<file path="src/logic/svw_consts.svh">
// svw_consts.svh: clock, filter, delay and watchdog timing counts for the supervisor watchdog
// assumes a 25 MHz core clock; included by bare name
`ifndef SVW_CONSTS_SVH
`define SVW_CONSTS_SVH
// core clock period in ns
`define SVW_CLK_NS 40
// manual reset glitch filter, ns, and its cycle count (rounded up)
`define SVW_GLITCH_NS 100
`define SVW_GLITCH_CYC ((`SVW_GLITCH_NS + `SVW_CLK_NS - 1) / `SVW_CLK_NS)
// manual reset delay, in us
`define SVW_MRD_US 100
// reset delay timer typical, ms
`define SVW_RST_MS 200
// watchdog period options, typical, us
`define SVW_WD_US_0 6300
`define SVW_WD_US_1 102000
`define SVW_WD_US_2 1600000
`define SVW_WD_US_3 25600000
// standard watchdog option index
`define SVW_WD_SEL_STD 2
// cycles per us at 25 MHz
`define SVW_CYC_PER_US (1000 / `SVW_CLK_NS)
`endif

</file>
<file path="src/logic/svw_pkg.sv">
// svw_pkg.sv: types for the supervisor watchdog
// no dependencies
package svw_pkg;
  // watchdog state
  typedef enum logic [1:0] {
    SVW_WD_OFF = 2'b00,
    SVW_WD_ARMED = 2'b01,
    SVW_WD_FIRED = 2'b10
  } svw_wd_state_t;
  // cause held by the reset delay timer
  typedef enum logic [1:0] {
    SVW_CAUSE_NONE = 2'b00,
    SVW_CAUSE_SUPPLY = 2'b01,
    SVW_CAUSE_MANUAL = 2'b10,
    SVW_CAUSE_WATCHDOG = 2'b11
  } svw_cause_t;
endpackage

</file>
<file path="src/logic/svw_filter_if.sv">
// svw_filter_if.sv: carries the filtered manual reset from the filter to the top
// one clock domain, driven by svw_filter
`timescale 1ns/1ns
`default_nettype none
interface svw_filter_if;
  logic raw_n;
  logic held;
  modport filt (input raw_n, output held);
  modport user (output raw_n, input held);
endinterface
`default_nettype wire

</file>
<file path="src/logic/svw_top.sv">
// svw_top.sv: reset generation with manual reset, supply trip and watchdog
// manual reset, kick and supply pins are asynchronous and pass two flops; one 25 MHz clock
// What this block does
// - manual reset low for the delay time forces reset outputs active.
// - after manual reset, hold reset one full delay period.
// - manual reset low pulses under 100 ns never cause reset.
// - watchdog stays off until a falling kick edge arms it.
// - while armed, any kick edge restarts the period.
// - armed period expiring with no edge forces reset.
// - watchdog disabled at power up, reset, timeout, manual reset.
// - kick pull-up on while disabled, off once armed.
// - period is one of four build options, standard 1.6 s.
// - reset beyond maximum gap, never below minimum gap.
// - supply below trip forces reset outputs active.
// - delay timer expiry releases reset; standard 200 ms.
`timescale 1ns/1ns
`default_nettype none
`include "svw_consts.svh"
module svw_top
  import svw_pkg::*;
#(
  parameter int unsigned WD_SEL = `SVW_WD_SEL_STD,
  parameter int unsigned RST_CYC = `SVW_RST_MS * 1000 * `SVW_CYC_PER_US,
  parameter int unsigned MRD_CYC = `SVW_MRD_US * `SVW_CYC_PER_US,
  parameter longint unsigned WD_CYC =
    (WD_SEL == 0) ? longint'(`SVW_WD_US_0) * `SVW_CYC_PER_US :
    (WD_SEL == 1) ? longint'(`SVW_WD_US_1) * `SVW_CYC_PER_US :
    (WD_SEL == 2) ? longint'(`SVW_WD_US_2) * `SVW_CYC_PER_US :
    longint'(`SVW_WD_US_3) * `SVW_CYC_PER_US
) (
  input wire logic CORE_CLK,
  input wire logic RESET_N,
  input wire logic MANUAL_RESET_N,
  input wire logic WATCHDOG_KICK_INPUT,
  input wire logic SUPPLY_LOW,
  output logic RESET_OUT_N,
  output logic RESET_OUT,
  output logic KICK_PULLUP_EN
);
  localparam int unsigned RW = $clog2(RST_CYC + 1);
  localparam int unsigned WW = $clog2(WD_CYC + 1);
  localparam logic [RW-1:0] RST_LAST = RW'(RST_CYC - 1);
  localparam logic [WW-1:0] WD_LAST = WW'(WD_CYC - 1);

  svw_filter_if mr_if ();
  svw_wd_state_t wd_state;
  svw_wd_state_t next_wd_state;
  svw_cause_t cause;
  logic [1:0] mr_sync;
  logic [1:0] kick_sync;
  logic [1:0] sup_sync;
  logic kick_prev;
  logic [RW-1:0] rst_count;
  logic [WW-1:0] wd_count;
  logic mr_held_prev;

  // two-flop synchronisers for the manual reset, kick and supply pins
  always_ff @(posedge CORE_CLK or negedge RESET_N) begin
    if (!RESET_N) begin
      mr_sync <= 2'h3;
      kick_sync <= 2'h3;
      sup_sync <= 2'h3;
    end else begin
      mr_sync <= {mr_sync[0], MANUAL_RESET_N};
      kick_sync <= {kick_sync[0], WATCHDOG_KICK_INPUT};
      sup_sync <= {sup_sync[0], SUPPLY_LOW};
    end
  end

  assign mr_if.raw_n = mr_sync[1];
  svw_filter #(.DELAY_CYC(MRD_CYC)) u_filter (
    .CORE_CLK(CORE_CLK),
    .RESET_N(RESET_N),
    .port_if(mr_if)
  );

  // edge detection on the synchronised kick
  wire kick_fall = kick_prev && !kick_sync[1];
  wire kick_edge = kick_prev != kick_sync[1];
  wire supply_low = sup_sync[1];
  wire manual_hit = mr_if.held;
  wire manual_event = manual_hit && !mr_held_prev;
  wire wd_expire = (wd_state == SVW_WD_ARMED) && !kick_edge && (wd_count == WD_LAST);
  wire any_cause = supply_low || manual_hit || wd_expire;
  wire in_reset = cause != SVW_CAUSE_NONE;
  wire rst_done = in_reset && !any_cause && (rst_count == RST_LAST);

  // watchdog state selection
  always_comb begin
    next_wd_state = wd_state;
    unique case (wd_state)
      SVW_WD_OFF: begin
        if (kick_fall && !in_reset && !any_cause) next_wd_state = SVW_WD_ARMED;
      end
      SVW_WD_ARMED: begin
        if (wd_expire) next_wd_state = SVW_WD_FIRED;
        else if (supply_low || manual_hit) next_wd_state = SVW_WD_OFF;
      end
      SVW_WD_FIRED: begin
        if (rst_done) next_wd_state = SVW_WD_OFF;
      end
      default: next_wd_state = SVW_WD_OFF;
    endcase
  end

  // watchdog state and period counter
  always_ff @(posedge CORE_CLK or negedge RESET_N) begin
    if (!RESET_N) begin
      wd_state <= SVW_WD_OFF;
      wd_count <= '0;
      kick_prev <= 1'b1;
      mr_held_prev <= 1'b0;
    end else begin
      wd_state <= next_wd_state;
      kick_prev <= kick_sync[1];
      mr_held_prev <= manual_hit;
      if (wd_state != SVW_WD_ARMED || kick_edge) wd_count <= '0;
      else if (wd_count != WD_LAST) wd_count <= wd_count + WW'(1);
    end
  end

  // reset delay timer restarts while any cause stands
  always_ff @(posedge CORE_CLK or negedge RESET_N) begin
    if (!RESET_N) begin
      cause <= SVW_CAUSE_SUPPLY;
      rst_count <= '0;
    end else if (supply_low) begin
      cause <= SVW_CAUSE_SUPPLY;
      rst_count <= '0;
    end else if (manual_hit) begin
      cause <= SVW_CAUSE_MANUAL;
      rst_count <= '0;
    end else if (wd_expire) begin
      cause <= SVW_CAUSE_WATCHDOG;
      rst_count <= '0;
    end else if (rst_done) begin
      cause <= SVW_CAUSE_NONE;
      rst_count <= '0;
    end else if (in_reset) begin
      rst_count <= rst_count + RW'(1);
    end
  end

  // output registers
  always_ff @(posedge CORE_CLK or negedge RESET_N) begin
    if (!RESET_N) begin
      RESET_OUT_N <= 1'b0;
      RESET_OUT <= 1'b1;
      KICK_PULLUP_EN <= 1'b1;
    end else begin
      RESET_OUT_N <= !(any_cause || (in_reset && !rst_done));
      RESET_OUT <= any_cause || (in_reset && !rst_done);
      KICK_PULLUP_EN <= next_wd_state != SVW_WD_ARMED;
    end
  end

  // observation counters for the checks below, kept apart from the timers
  localparam logic [RW-1:0] RST_FULL = RW'(RST_CYC);
  localparam logic [WW-1:0] WD_FULL = WW'(WD_CYC);
  logic [RW-1:0] quiet_run;
  logic [WW-1:0] since_kick;

  // quiet_run counts held cycles with no cause; since_kick counts armed cycles
  always_ff @(posedge CORE_CLK or negedge RESET_N) begin
    if (!RESET_N) begin
      quiet_run <= '0;
      since_kick <= '0;
    end else begin
      if (any_cause || RESET_OUT_N) quiet_run <= '0;
      else if (quiet_run != RST_FULL) quiet_run <= quiet_run + RW'(1);
      if (wd_state != SVW_WD_ARMED || kick_edge) since_kick <= '0;
      else if (since_kick != WD_FULL) since_kick <= since_kick + WW'(1);
    end
  end

  // both reset pins always complementary
  a_outputs_inverse: assert property (@(posedge CORE_CLK) disable iff (!RESET_N)
    RESET_OUT == !RESET_OUT_N)
    else $error("reset outputs not complementary");
  // held manual reset reaches the pins next edge
  a_manual_forces: assert property (@(posedge CORE_CLK) disable iff (!RESET_N)
    manual_hit |=> !RESET_OUT_N)
    else $error("manual reset not applied");
  // supply trip reaches the pins next edge
  a_supply_forces: assert property (@(posedge CORE_CLK) disable iff (!RESET_N)
    supply_low |=> !RESET_OUT_N)
    else $error("supply trip not applied");
  // expiry drives reset and leaves the watchdog fired
  a_expire_forces: assert property (@(posedge CORE_CLK) disable iff (!RESET_N)
    wd_expire |=> !RESET_OUT_N && wd_state == SVW_WD_FIRED)
    else $error("timeout no reset");
  // only a falling kick arms
  a_arm_needs_fall: assert property (@(posedge CORE_CLK) disable iff (!RESET_N)
    $rose(wd_state == SVW_WD_ARMED) |-> $past(kick_fall))
    else $error("armed without fall");
  // any kick edge restarts the period
  a_kick_restarts: assert property (@(posedge CORE_CLK) disable iff (!RESET_N)
    (wd_state == SVW_WD_ARMED && kick_edge) |=> wd_count == '0)
    else $error("kick ignored");
  // pull-up follows the armed state
  a_pullup_tracks: assert property (@(posedge CORE_CLK) disable iff (!RESET_N)
    KICK_PULLUP_EN == (wd_state != SVW_WD_ARMED))
    else $error("pull-up wrong");
  // release only when the delay timer ends
  a_release_after: assert property (@(posedge CORE_CLK) disable iff (!RESET_N)
    $rose(RESET_OUT_N) |-> $past(rst_done))
    else $error("release without delay expiry");
  // manual event disarms the watchdog
  a_manual_off: assert property (@(posedge CORE_CLK) disable iff (!RESET_N)
    manual_event |=> wd_state != SVW_WD_ARMED)
    else $error("watchdog kept after manual");

  // release comes after a full quiet delay period
  a_hold_full: assert property (@(posedge CORE_CLK) disable iff (!RESET_N)
    $rose(RESET_OUT_N) |-> quiet_run == RST_FULL)
    else $error("reset released early");
  // release is not late once the delay has run out
  a_release_due: assert property (@(posedge CORE_CLK) disable iff (!RESET_N)
    (quiet_run == RST_LAST && !any_cause && !RESET_OUT_N) |=> RESET_OUT_N)
    else $error("reset released late");
  // released pins stay released while no cause stands
  a_idle_stays: assert property (@(posedge CORE_CLK) disable iff (!RESET_N)
    (RESET_OUT_N && !any_cause) |=> RESET_OUT_N)
    else $error("reset without cause");
  // expiry only when the full period passed without an edge
  a_fire_at_period: assert property (@(posedge CORE_CLK) disable iff (!RESET_N)
    wd_expire |-> since_kick == WD_LAST)
    else $error("expiry at wrong count");
  // no expiry while the gap is short
  a_no_early_fire: assert property (@(posedge CORE_CLK) disable iff (!RESET_N)
    (wd_state == SVW_WD_ARMED && since_kick < WD_LAST) |-> !wd_expire)
    else $error("early expiry");
  // expiry is never skipped
  a_fire_when_due: assert property (@(posedge CORE_CLK) disable iff (!RESET_N)
    (wd_state == SVW_WD_ARMED && since_kick == WD_LAST && !kick_edge) |-> wd_expire)
    else $error("expiry missed");
  // a fired watchdog keeps its pull-up on
  a_fired_pullup: assert property (@(posedge CORE_CLK) disable iff (!RESET_N)
    wd_state == SVW_WD_FIRED |-> KICK_PULLUP_EN)
    else $error("pull-up off after timeout");
  // a fired watchdog never goes straight to armed
  a_fired_not_armed: assert property (@(posedge CORE_CLK) disable iff (!RESET_N)
    wd_state == SVW_WD_FIRED |=> wd_state != SVW_WD_ARMED)
    else $error("rearmed from timeout");
  // end of the delay leaves the watchdog off
  a_fired_leaves: assert property (@(posedge CORE_CLK) disable iff (!RESET_N)
    (wd_state == SVW_WD_FIRED && rst_done) |=> wd_state == SVW_WD_OFF)
    else $error("watchdog not off after delay");
  // reset pins held while the watchdog is fired
  a_fired_holds: assert property (@(posedge CORE_CLK) disable iff (!RESET_N)
    wd_state == SVW_WD_FIRED |-> !RESET_OUT_N)
    else $error("timeout reset not held");
  // rising kick or no edge never arms
  a_rise_no_arm: assert property (@(posedge CORE_CLK) disable iff (!RESET_N)
    (wd_state == SVW_WD_OFF && !kick_fall) |=> wd_state != SVW_WD_ARMED)
    else $error("armed without falling kick");
  // no arming while reset is held
  a_arm_not_in_reset: assert property (@(posedge CORE_CLK) disable iff (!RESET_N)
    (wd_state == SVW_WD_OFF && in_reset) |=> wd_state == SVW_WD_OFF)
    else $error("armed during reset");
  // supply trip disarms the watchdog
  a_supply_disarms: assert property (@(posedge CORE_CLK) disable iff (!RESET_N)
    (wd_state == SVW_WD_ARMED && !wd_expire && supply_low) |=> wd_state == SVW_WD_OFF)
    else $error("watchdog kept after supply trip");
  // any cause drives the active-high pin
  a_cause_high: assert property (@(posedge CORE_CLK) disable iff (!RESET_N)
    any_cause |=> RESET_OUT)
    else $error("active-high reset not applied");
  // armed only while no reset is pending
  a_armed_free: assert property (@(posedge CORE_CLK) disable iff (!RESET_N)
    wd_state == SVW_WD_ARMED |-> !in_reset)
    else $error("armed during reset hold");
  // armed watchdog sees released pins
  a_armed_released: assert property (@(posedge CORE_CLK) disable iff (!RESET_N)
    wd_state == SVW_WD_ARMED |-> RESET_OUT_N)
    else $error("armed with reset active");
  // period counter never passes its last value
  a_count_bounded: assert property (@(posedge CORE_CLK) disable iff (!RESET_N)
    wd_count <= WD_LAST)
    else $error("period counter overrun");
  // delay counter never passes its last value
  a_timer_bounded: assert property (@(posedge CORE_CLK) disable iff (!RESET_N)
    rst_count <= RST_LAST)
    else $error("delay counter overrun");
endmodule
`default_nettype wire

</file>
<file path="src/logic/svw_filter.sv">
// svw_filter.sv: glitch filter and delay for the manual reset input
// raw input is already synchronised by the top module
`timescale 1ns/1ns
`default_nettype none
`include "svw_consts.svh"
module svw_filter
  import svw_pkg::*;
#(
  parameter int unsigned DELAY_CYC = `SVW_MRD_US * `SVW_CYC_PER_US
) (
  input wire logic CORE_CLK,
  input wire logic RESET_N,
  svw_filter_if.filt port_if
);
  localparam int unsigned W = $clog2(DELAY_CYC + 1);
  localparam logic [W-1:0] GLITCH = W'(`SVW_GLITCH_CYC);
  localparam logic [W-1:0] LIMIT = W'(DELAY_CYC);
  logic [W-1:0] low_count;
  logic held;
  wire at_limit = (low_count >= LIMIT) && (low_count >= GLITCH);
  // count continuous low time; any high sample restarts
  always_ff @(posedge CORE_CLK or negedge RESET_N) begin
    if (!RESET_N) begin
      low_count <= '0;
      held <= 1'b0;
    end else if (port_if.raw_n) begin
      low_count <= '0;
      held <= 1'b0;
    end else begin
      if (!at_limit) low_count <= low_count + W'(1);
      held <= at_limit;
    end
  end
  assign port_if.held = held;
  // short pulse never reaches held
  a_glitch_blocked: assert property (@(posedge CORE_CLK) disable iff (!RESET_N)
    $rose(held) |-> $past(!port_if.raw_n, 2))
    else $error("held without low input");
endmodule
`default_nettype wire

</file>
<file path="config.mk">
export PLATFORM = sky130hd
export DESIGN_NAME = svw_top
export DESIGN_NICKNAME = d
export VERILOG_FILES = /design/src/logic/svw_pkg.sv /design/src/logic/svw_filter_if.sv /design/src/logic/svw_top.sv /design/src/logic/svw_filter.sv
export VERILOG_INCLUDE_DIRS = /design/src /design/src/logic
export SDC_FILE = /design/constraint.sdc
export NUM_CORES = 1
export LEC_CHECK = 0
export ABC_AREA = 1
export BUFFER_PORTS_ARGS = -buffer_cell sky130_fd_sc_hd__buf_4
export CAP_MARGIN = 10
export CORE_MARGIN = 2
export CORE_UTILIZATION = 55
export CTS_BUF_LIST = sky130_fd_sc_hd__clkbuf_8
export DETAILED_ROUTE_END_ITERATION = 8
export MAX_ROUTING_LAYER = met4
export PLACE_DENSITY = 0.74
export SETUP_SLACK_MARGIN = 0.5
export SLEW_MARGIN = 20
export SYNTH_ARGS = -nofsm -noshare
export SYNTH_HDL_FRONTEND = slang
export SYNTH_SLANG_ARGS = --single-unit
</file>
<file path="constraint.sdc">
create_clock -name CORE_CLK -period 1.74 [get_ports CORE_CLK]
set_clock_uncertainty 0.1 [all_clocks]
set_input_delay 0.348 -clock CORE_CLK [delete_from_list [all_inputs] [get_ports CORE_CLK]]
set_output_delay 0.348 -clock CORE_CLK [all_outputs]
set_load 0.01 [all_outputs]
</file>
# After elaboration in Yosys (flattened, before gate mapping)
# Index checks and enable logic that the tools add are counted.
dict set report word_totals {
  reg_bits 76
  latchBits 0
  ramBits 0
  romBits 0
  inputBits 5
  out_inout_bits 3
  wordCells 70
  n_memories 0
}
dict set report op_classes {
  addsub 3
  multipliers 0
  div 0
  n_lt_le_gt_ge 2
  eq_ne 9
  n_shift 0
  n_mux 19
  n_bitwise 0
  n_reduce_logical 24
}
# op n
set op_table {}
lappend op_table {{$mux 23} 5}
lappend op_table {{$mux 26} 2}
lappend op_table {{$add 26x1->26 const B} 1}
lappend op_table {{$eq 26x26->1 const B} 1}
lappend op_table {{$ne 26x26->1 const B} 1}
lappend op_table {{$mux 12} 2}
lappend op_table {{$add 23x1->23 const B} 1}
lappend op_table {{$eq 23x23->1 const B} 1}
lappend op_table {{$mux 2} 8}
lappend op_table {{$add 12x1->12 const B} 1}
lappend op_table {{$ge 12x12->1 const B} 1}
lappend op_table {{$ge 12x2->1 const B} 1}
lappend op_table {{$logic_and 1x1->1} 9}
lappend op_table {{$logic_not 1->1} 6}
lappend op_table {{$pmux 2 s3} 1}
lappend op_table {{$reduce_bool 5->1} 1}
lappend op_table {{$logic_or 1x1->1} 4}
lappend op_table {{$ne 2x1->1 const B} 2}
lappend op_table {{$reduce_bool 2->1} 2}
lappend op_table {{$reduce_bool 4->1} 1}
lappend op_table {{$eq 2x1->1 const B} 1}
lappend op_table {{$eq 2x2->1 const B} 1}
lappend op_table {{$logic_not 2->1} 1}
lappend op_table {{$ne 2x2->1 const B} 1}
lappend op_table {{2 further kinds} 2}

# Depth between registers and ports, before layout
# Gate-level depths: netlist of run 1.
dict set report logic_depth {
  word_depth 12
  mapped_depth 12
  mapped_depth_nobuf 11
}

# Modules after synthesis
# From an unflattened synthesis of run 1, not the netlist that was laid out.
dict set report hier_totals {
  hier_cells 595
  area_unflattened_um2 4433.0
}
# module instances cells_each area_each_um2 seq_area_each_um2
set by_module_without_submodules {}
lappend by_module_without_submodules {svw_top 1 484 3641.0 1589.0}
lappend by_module_without_submodules {svw_filter 1 111 792.0 325.3}

# Worst setup path after synthesis of run 1
# Ideal clock, no wire load.
dict set report synth_path {
  path_type {reg-to-reg}
  startpoint {reg kick_sync[1]}
  endpoint {reg rst_count[7]}
  setup_ps 83
  t_arrival_ps 1733
  t_required_ps 1557
  slack_ps -176
  stages_incl_launch_ff 11
  path_buffers 1
  period_less_slack_ps 1916
  path_cell_list {dfstp_2 -> inv_1 -> ha_1 -> nand3_1 -> inv_2 -> nand3_2 -> nand3_2 -> inv_2 -> buf_2 -> nand2_1 -> o21ai_0}
}
dict set report synth_via {
  elab_chain_len 12
  elab_cells_between_ends 13
  classes_between {1 x eq/ne; 4 x mux; 8 x reduce/logical}
}
# element line_no
set synth_lines {}
lappend synth_lines {{from (decl)} svw_top.sv:50} ;# logic [1:0] kick_sync;
lappend synth_lines {{from (signal assigned)} svw_top.sv:65} ;# kick_sync <= {kick_sync[0], WATCHDOG_KICK_INPUT};
lappend synth_lines {{$ne 1x1->1 (*)} svw_top.sv:79} ;# wire kick_edge = kick_prev != kick_sync[1];
lappend synth_lines {{$logic_not 1->1 (*)} svw_top.sv:83} ;# wire wd_expire = (wd_state == SVW_WD_ARMED) && !kick_edge && (wd_count == WD_LAST);
lappend synth_lines {{$logic_and 1x1->1 (*) (2 in series)} svw_top.sv:83}
lappend synth_lines {{$logic_or 1x1->1} svw_top.sv:84} ;# wire any_cause = supply_low || manual_hit || wd_expire;
lappend synth_lines {{$logic_not 1->1} svw_top.sv:86} ;# wire rst_done = in_reset && !any_cause && (rst_count == RST_LAST);
lappend synth_lines {{$logic_and 1x1->1 (2 in series)} svw_top.sv:86}
lappend synth_lines {{$mux 23} svw_top.sv:136} ;# end else if (rst_done) begin
lappend synth_lines {{$mux 23} svw_top.sv:133} ;# end else if (wd_expire) begin
lappend synth_lines {{$mux 23} svw_top.sv:130} ;# end else if (manual_hit) begin
lappend synth_lines {{$mux 23} svw_top.sv:127} ;# end else if (supply_low) begin
lappend synth_lines {{to (signal assigned)} svw_top.sv:140} ;# rst_count <= rst_count + RW'(1);
lappend synth_lines {{to (decl)} svw_top.sv:53} ;# logic [RW-1:0] rst_count;
# Every way passes the cells marked *; elsewhere a longest branch is shown, timed or not.
# A chain may end at the register's enable or synchronous reset.

# Final worst setup path of run 1
dict set report layout_path {
  startpoint {reg wd_count[24]}
  endpoint {reg rst_count[14]}
}
dict set report layout_via {
  elab_chain_len 10
  elab_cells_between_ends 11
  classes_between {1 x eq/ne; 4 x mux; 6 x reduce/logical}
}
# element line_no
set layout_lines {}
lappend layout_lines {{from (decl)} svw_top.sv:54} ;# logic [WW-1:0] wd_count;
lappend layout_lines {{from (signal assigned)} svw_top.sv:118} ;# else if (wd_count != WD_LAST) wd_count <= wd_count + WW'(1);
lappend layout_lines {{$eq 26x26->1 (*)} svw_top.sv:83}
lappend layout_lines {{$logic_and 1x1->1 (*)} svw_top.sv:83}
lappend layout_lines {{$logic_or 1x1->1} svw_top.sv:84}
lappend layout_lines {{$logic_not 1->1} svw_top.sv:86}
lappend layout_lines {{$logic_and 1x1->1 (2 in series)} svw_top.sv:86}
lappend layout_lines {{$mux 23} svw_top.sv:136}
lappend layout_lines {{$mux 23} svw_top.sv:133}
lappend layout_lines {{$mux 23} svw_top.sv:130}
lappend layout_lines {{$mux 23} svw_top.sv:127}
# Marks and branches as above.

==> out/results.tsv, run 1 <==
stage	metric	value	unit
cts	clock_sink_count	76	
sta	max_slew_margin	72.4	%
yosys	syn_nets	601	
run	drv_cap	0	
sta	finalCritPeriodShare	112	%
cts	cts_tree	yes	
cts	clkLatencyLatePin	0.36	ns
run_status	violations	negative setup slack	
global_routing	antenna_found_initial	0	
yosys	synthSimpleGateAreaFrac	35.7	%
floorplanning	coreArea	7690	sq um
floorplanning	die_area	8630	sq um
route	wire_per_inst	17.2	microns
yosys	synth-compound-area-share	8.89	%
placed_design	gp_congestion	0.976	
setup_path	critPathKind	reg -> reg	
sta	max_freq	0.513	GHz
placed_design	post_dp_cell_area	5300	sq um
global_routing	grt-ovfl-total	0	
power_and_ir_drop	power_switching	0.923	mW
power_and_ir_drop	clock_power_share	43.1	%
setup_path	start_kind	register	
yosys	synthCells	591	
yosys	synth_mux_area_share	0	%
yosys	synthXorXnorAreaFrac	2.22	%
setup_path	worstSetupEndpointType	register	
sta	hold_violations	0	
final_layout	fillers	409	
route	routed_wl	14.5	mm
yosys	netlist-cell-type-count	39	
floorplanning	io_pins	8	
route	antenna_left	0	
sta	rsz0062_at_grt	true	
yosys	synthAdderAreaFrac	1.44	%
cts	cts_htree_levels	3	
sta	holdWs	0.260	ns
yosys	synth.avg_cell_area	7.36	sq um
sta	setup_slack	-0.209	ns
final_layout	area_growth	49.6	%
floorplanning	start_util	56.6	%
final_layout	diodes	0	
worst_hold_path	hold_class	reg -> reg	
power_and_ir_drop	p_int	2.82	mW
final_layout	nNetsFinal	745	
route	vias	4899	
sta	slew_violations	0	
cts	cts_made_buffers	9	
route	viasPerCell	5.82	
sta	layout_min_cycle_time	1.95	ns
route	drc	0	
power_and_ir_drop	share_comb_of_total_power	7.9	%
final_layout	final_common_cell	nand2_1	
yosys	synth.yosys.seq_area_share	44.0	%
global_routing	grt_max_degree	35	
cts	cts-root-buf	clkbuf_8	
placed_design	dp_hpwl	8.44	mm
final_layout	fin_util	84.6	%
global_routing	grt_usage	33.5	%
placed_design	dp.cells	780	
floorplanning	die_x	92.9	microns
yosys	ys_seq_elements	76	
run_status	status	finished with violations	
yosys	syn_area	4350	sq um
power_and_ir_drop	power_leakage	2.92	nW
cts	path_clk_slew	0.09	ns
sta	tightestPinTransition	0.411	ns
sta	setup_viol	44	
floorplanning	rows	32	
worst_hold_path	hp-start	kick_sync[0]	
route	drt_pass1_iterations	5	
global_routing	grt_pass1_vias	4718	
final_layout	layout_common_cells	nand2_1 (117), buf_4 (106), nor2_1 (74)	
placed_design	port_buffers	7	
power_and_ir_drop	seqPwrFrac	48.9	%
final_layout	drive_gt1_share	41.1	%
setup_path	critPathArrivalTime	2.12	ns
power_and_ir_drop	sw_frac_of_total	24.7	%
setup_path	r2r-start	wd_count[24]	
final_layout	final_area	6500	sq um
power_and_ir_drop	peakVddDrop	0.000542	V
setup_path	path_max_fanout	11	
setup_path	required	1.91	ns
setup_path	crit_start	wd_count[24]	
power_and_ir_drop	p_per_area	575	nW/um^2
final_layout	fin_cells	842	
yosys	synth_top_family_by_area	simple AND/OR/NAND/NOR gates	
route	initialDrtViolationCount	266	
global_routing	grt_pass1_wl	22.2	mm
cts	clk_path_buf_depth	2	
yosys	yosys_warnings	0	
floorplanning	die_h	92.9	microns
==> cell type report <==
cell class	instances	area [sq um]	area share [%]
Tap cell	102	128	1.96
Clock buffer	11	151	2.33
Inverter	76	305	4.70
Clock inverter	5	83.8	1.29
Sequential cell	76	1920	29.5
Timing Repair inverter	1	7.51	0.115
Timing Repair Buffer	141	1230	18.9
Multi-Input combinational cell	430	2690	41.3
==> sequential cells by signal (all words and copies together) (netlist names) <==
signal and flops:
wd_count 26, rst_count 23, u_filter.low_count 12, cause 2
kick_sync 2, mr_sync 2, sup_sync 2, wd_state 2
KICK_PULLUP_EN 1, RESET_OUT 1, RESET_OUT_N 1, kick_prev 1
u_filter.port_if.held 1
==> critical path, stage by stage (launching register included) <==
cell and delay (ns):
dfrtp_1 0.41, inv_1 0.09, nand2_1 0.09, nor2_2 0.15, nand2_1 0.10, nor2_4 0.16
nand3_4 0.15, nand3_4 0.14, buf_4 0.21, a21oi_1 0.08, a21oi_1 0.17
==> per-stage QoR <==
step / total power, mW / worst slack (ns) / TNS (ns)
5_1_grt: 3.84 / -0.234 / -6.80
2_1_floorplan: 1.97 / -0.0297 / -0.138
3_3_place_gp: 2.07 / -0.0730 / -0.891
6_report: 3.74 / -0.209 / -4.14
4_1_cts: 3.70 / -0.109 / -2.01
3_5_place_dp: 2.08 / -0.143 / -2.60
==> metal layers <==
layer	track usage (%)	up-vias	share of wire, %
met5	-	-	0
met4	13.2	0	3.5
met3	6.02	60	6.4
met2	56.8	251	52
met1	39.7	2365	38
li1	-	2223	-
==> synthesized netlist by cell type (all sizes together) <==
cell	instances	area share, %
nand4	24	3.5
a211oi	1	0.17
dfstp	10	6.0
ha	5	1.4
nand3	52	6.6
nor2	100	9.3
nor3b	2	0.35
xor2	11	2.2
clkinv	1	0.086
a2bb2oi	1	0.20
nand3b	2	0.63
buf	5	0.78
a21oi	32	3.7
and3	2	0.29
dfrtp	66	38
nand2	136	12
or2	2	0.29
o21ai	26	3.0
o211ai	2	0.35
inv	75	6.5
o22ai	2	0.29
clkbuf	4	0.35
a31oi	5	0.86
nor4	2	0.29
nor3	21	2.5
o31ai	2	0.35
==> cell families after synthesis <==
logic type / after synthesis
and+or+nand+nor: 343
buffers and inverters: 85
DFF: 76
AOI/OAI and AO/OA: 71
xor gates and xnor gates: 11
adders and majority gates: 5
==> final timing paths <==
kind                                 end  slack, ns  cells past startpoint
setup / recovery           rst_count[14]      -0.21                     10
hold / removal              kick_sync[1]       0.26                      0
setup reg to reg           rst_count[14]      -0.21                     10
hold reg to reg             kick_sync[1]       0.26                      0
max in group asynchronous     mr_sync[0]       0.61                      3
min in group asynchronous    wd_count[9]       0.35                      2
==> power groups by stage <==
stage	registers (mW)	logic [mW]	clock network (mW)
2_1_floorplan	1.86	0.106	0
3_3_place_gp	1.86	0.211	0
3_5_place_dp	1.86	0.218	0
4_1_cts	1.83	0.262	1.61
5_1_grt	1.83	0.324	1.69
6_report	1.83	0.297	1.61
==> repair_timing <==
| item | in CTS | in global routing |
|---|---|---|
| hold buffers | 4 | 0 |
| pin swaps | 36 | 38 |
| setup endpoints to repair | 72 | 76 |
| setup buffers | 26 | 15 |
| gates resized for setup | 106 | 61 |
| hold endpoints to repair | 22 | 0 |
| gates cloned | 1 | 0 |
Note: power is estimated with default switching activity, not from simulation.
==> run 2: changes to the inputs <==
==> constraint.sdc (replaced) <==
create_clock -name CORE_CLK -period 1.74 [get_ports CORE_CLK]
set_clock_uncertainty 0.1 [all_clocks]
set_input_delay 0.261 -clock CORE_CLK [delete_from_list [all_inputs] [get_ports CORE_CLK]]
set_output_delay 0.261 -clock CORE_CLK [all_outputs]
set_load 0.01 [all_outputs]
==> out/results.tsv, run 2 (synthesis gave the netlist of run 1 again) <==
stage	metric	value	unit	change
cts	clk_path_buf_depth	2		unchanged
route	viasPerCell	5.87		was 5.82
final_layout	multi_input_area	2690	sq um	about the same
sta	tightestPinTransition	0.414	ns	was 0.411 ns
global_routing	grt-ovfl-total	0		unchanged
sta	slew_violations	0		unchanged
route	drc	0		unchanged
setup_path	cp-endpoint	rst_count[14]		unchanged
cts	cts-root-buf	clkbuf_8		unchanged
placed_design	port_buffers	7		unchanged
setup_path	required	1.92	ns	was 1.91 ns
sta	max_freq	0.511	GHz	was 0.513 GHz
run	drv_cap	0		unchanged
floorplanning	die_area	8630	sq um	unchanged
setup_path	critPathArrivalTime	2.14	ns	was 2.12 ns
setup_path	rrSetupSlack	-0.22	ns	was -0.21 ns
setup_path	r2r-start	wd_count[24]		unchanged
global_routing	grt_max_degree	35		unchanged
final_layout	final_area	6510	sq um	was 6500 sq um
final_layout	nNetsFinal	746		was 745
global_routing	grt_pass1_wl	22.2	mm	about the same
final_layout	fillers	414		was 409
floorplanning	coreArea	7690	sq um	unchanged
final_layout	reg_top3	wd_count x26, rst_count x23, u_filter.low_count x12		unchanged
final_layout	drive_gt1_share	41.0	%	was 41.1%
placed_design	gp_congestion	0.976		unchanged
run_status	violations	negative setup slack		unchanged
floorplanning	rows	32		unchanged
cts	clkLatencyLatePin	0.36	ns	about the same
final_layout	seqCellArea	1920	sq um	unchanged
floorplanning	start_util	56.6	%	unchanged
power_and_ir_drop	peakVddDrop	0.000543	V	was 0.000542 V
cts	cts_made_buffers	9		unchanged
cts	path_clk_slew	0.09	ns	about the same
final_layout	layout_common_cells	nand2_1 (118), buf_4 (108), nor2_1 (74)		was nand2_1 (117), buf_4 (106), nor2_1 (74)
sta	rsz0062_at_grt	true		unchanged
floorplanning	die_x	92.9	microns	unchanged
sta	layout_min_cycle_time	1.96	ns	was 1.95 ns
global_routing	grt_usage	33.5	%	about the same
route	drt_pass1_iterations	5		unchanged
setup_path	r2r-end	rst_count[14]		unchanged
route	antenna_left	0		unchanged
floorplanning	die_h	92.9	microns	unchanged
setup_path	worstSetupEndpointType	register		unchanged
power_and_ir_drop	p_per_area	573	nW/um^2	was 575 nW/um^2
route	vias	4952		was 4899
placed_design	dp_hpwl	8.44	mm	unchanged
cts	cts_htree_levels	3		unchanged
power_and_ir_drop	power_leakage	2.92	nW	about the same
final_layout	area_growth	49.6	%	about the same
global_routing	antenna_found_initial	0		unchanged
cts	cts_tree	yes		unchanged
setup_path	path_max_fanout	11		unchanged
setup_path	critPathKind	reg -> reg		unchanged
floorplanning	io_pins	8		unchanged
sta	max_slew_margin	72.2	%	was 72.4%
placed_design	post_dp_cell_area	5300	sq um	unchanged
sta	setup_slack	-0.218	ns	was -0.209 ns
worst_hold_path	hold_class	in -> async		was reg -> reg
route	routed_wl	14.6	mm	was 14.5 mm
route	wire_per_inst	17.3	microns	was 17.2 microns
sta	hold_violations	0		unchanged
final_layout	top_register	wd_count		unchanged
global_routing	grt_pass1_vias	4725		was 4718
cts	clock_sink_count	76		unchanged
setup_path	start_kind	register		unchanged
setup_path	reg2reg_depth	10		unchanged
setup_path	crit_start	wd_count[24]		unchanged
final_layout	final_common_cell	nand2_1		unchanged
sta	finalCritPeriodShare	113	%	was 112%
final_layout	largest_register_ffs	26		unchanged
final_layout	diodes	0		unchanged
sta	setup_viol	43		was 44
run_status	status	finished with violations		unchanged
sta	tns	-4.87	ns	was -4.14 ns
route	initialDrtViolationCount	334		was 266
run 2: cell types whose count changed in the layout (fill, tap and decap cells not counted):
cell	change
nand2_2	-1
nor2_4	+1
inv_2	+1
nand2_1	+1
buf_6	-1
inv_4	-1
nor2_2	-1
buf_4	+2
run 2: repair_timing:
action | CTS | global route
hold buffers | 4 | 0
gates cloned | 1 | 0
endpoints found under the hold margin | 26 | 0
gates resized for setup | 105 | 60
endpoints found under the setup margin | 71 | 72
buffers inserted | 26 | 16
pin swaps | 36 | 37
run 2: worst min-delay path by stage:
stage               cells after the start  startpoint           end
global route                            0  mr_sync[0]    mr_sync[1]
floorplan                               0     RESET_N   RESET_OUT_N
detailed placement                      1     RESET_N   wd_count[4]
global placement                        1     RESET_N   wd_state[0]
finish                                  2     RESET_N   wd_count[9]
CTS                                     2     RESET_N  wd_count[10]
run 2: power breakdown:
group	leakage (nW)	switching [mW]	internal (mW)	total, mW
Sequential	1.02	0.0241	1.80	1.83
Clock	0.112	0.720	0.889	1.61
Combinational	1.79	0.172	0.119	0.291
Total	2.92	0.916	2.81	3.73
run 2: layout make-up:
cell class	instances	share of cell area (%)
clock buffer	11	2.33
clock inverter	5	1.29
inverter	76	4.65
multi-input combinational	430	41.3
sequential	76	29.4
tap	102	1.96
timing repair buffer	142	18.9
timing repair inverter	1	0.115
run 2: critical path: stages, from the launching register on:
cell     delay (ns)
dfrtp_1        0.41
inv_1          0.10
nand2_1        0.09
nor2_2         0.16
nand2_1        0.11
nor2_4         0.16
nand3_4        0.15
nand3_4        0.14
buf_4          0.21
a21oi_1        0.08
a21oi_1        0.15
run 2: routing by layer:
layer  GRT usage, %  wire (microns)
met5              -               0
met4           13.6             644
met3           6.10            1040
met2           56.6            7480
met1           39.6            5400
run 2: stage by stage:
| stage | util (%) | power [mW] | instances | hold slack (ns) | worst slack [ns] |
|---|---|---|---|---|---|
| after floorplan | - | 1.97 | 591 | -0.135 | -0.0297 |
| after global placement | 69.0 | 2.07 | 780 | 0.0879 | -0.0730 |
| after detailed placement | 69.0 | 2.08 | 780 | 0.0945 | -0.143 |
| after CTS | 79.9 | 3.70 | 827 | 0.258 | -0.109 |
| after global routing | 84.6 | 3.83 | 843 | 0.261 | -0.236 |
| final | 84.6 | 3.73 | 843 | 0.256 | -0.218 |
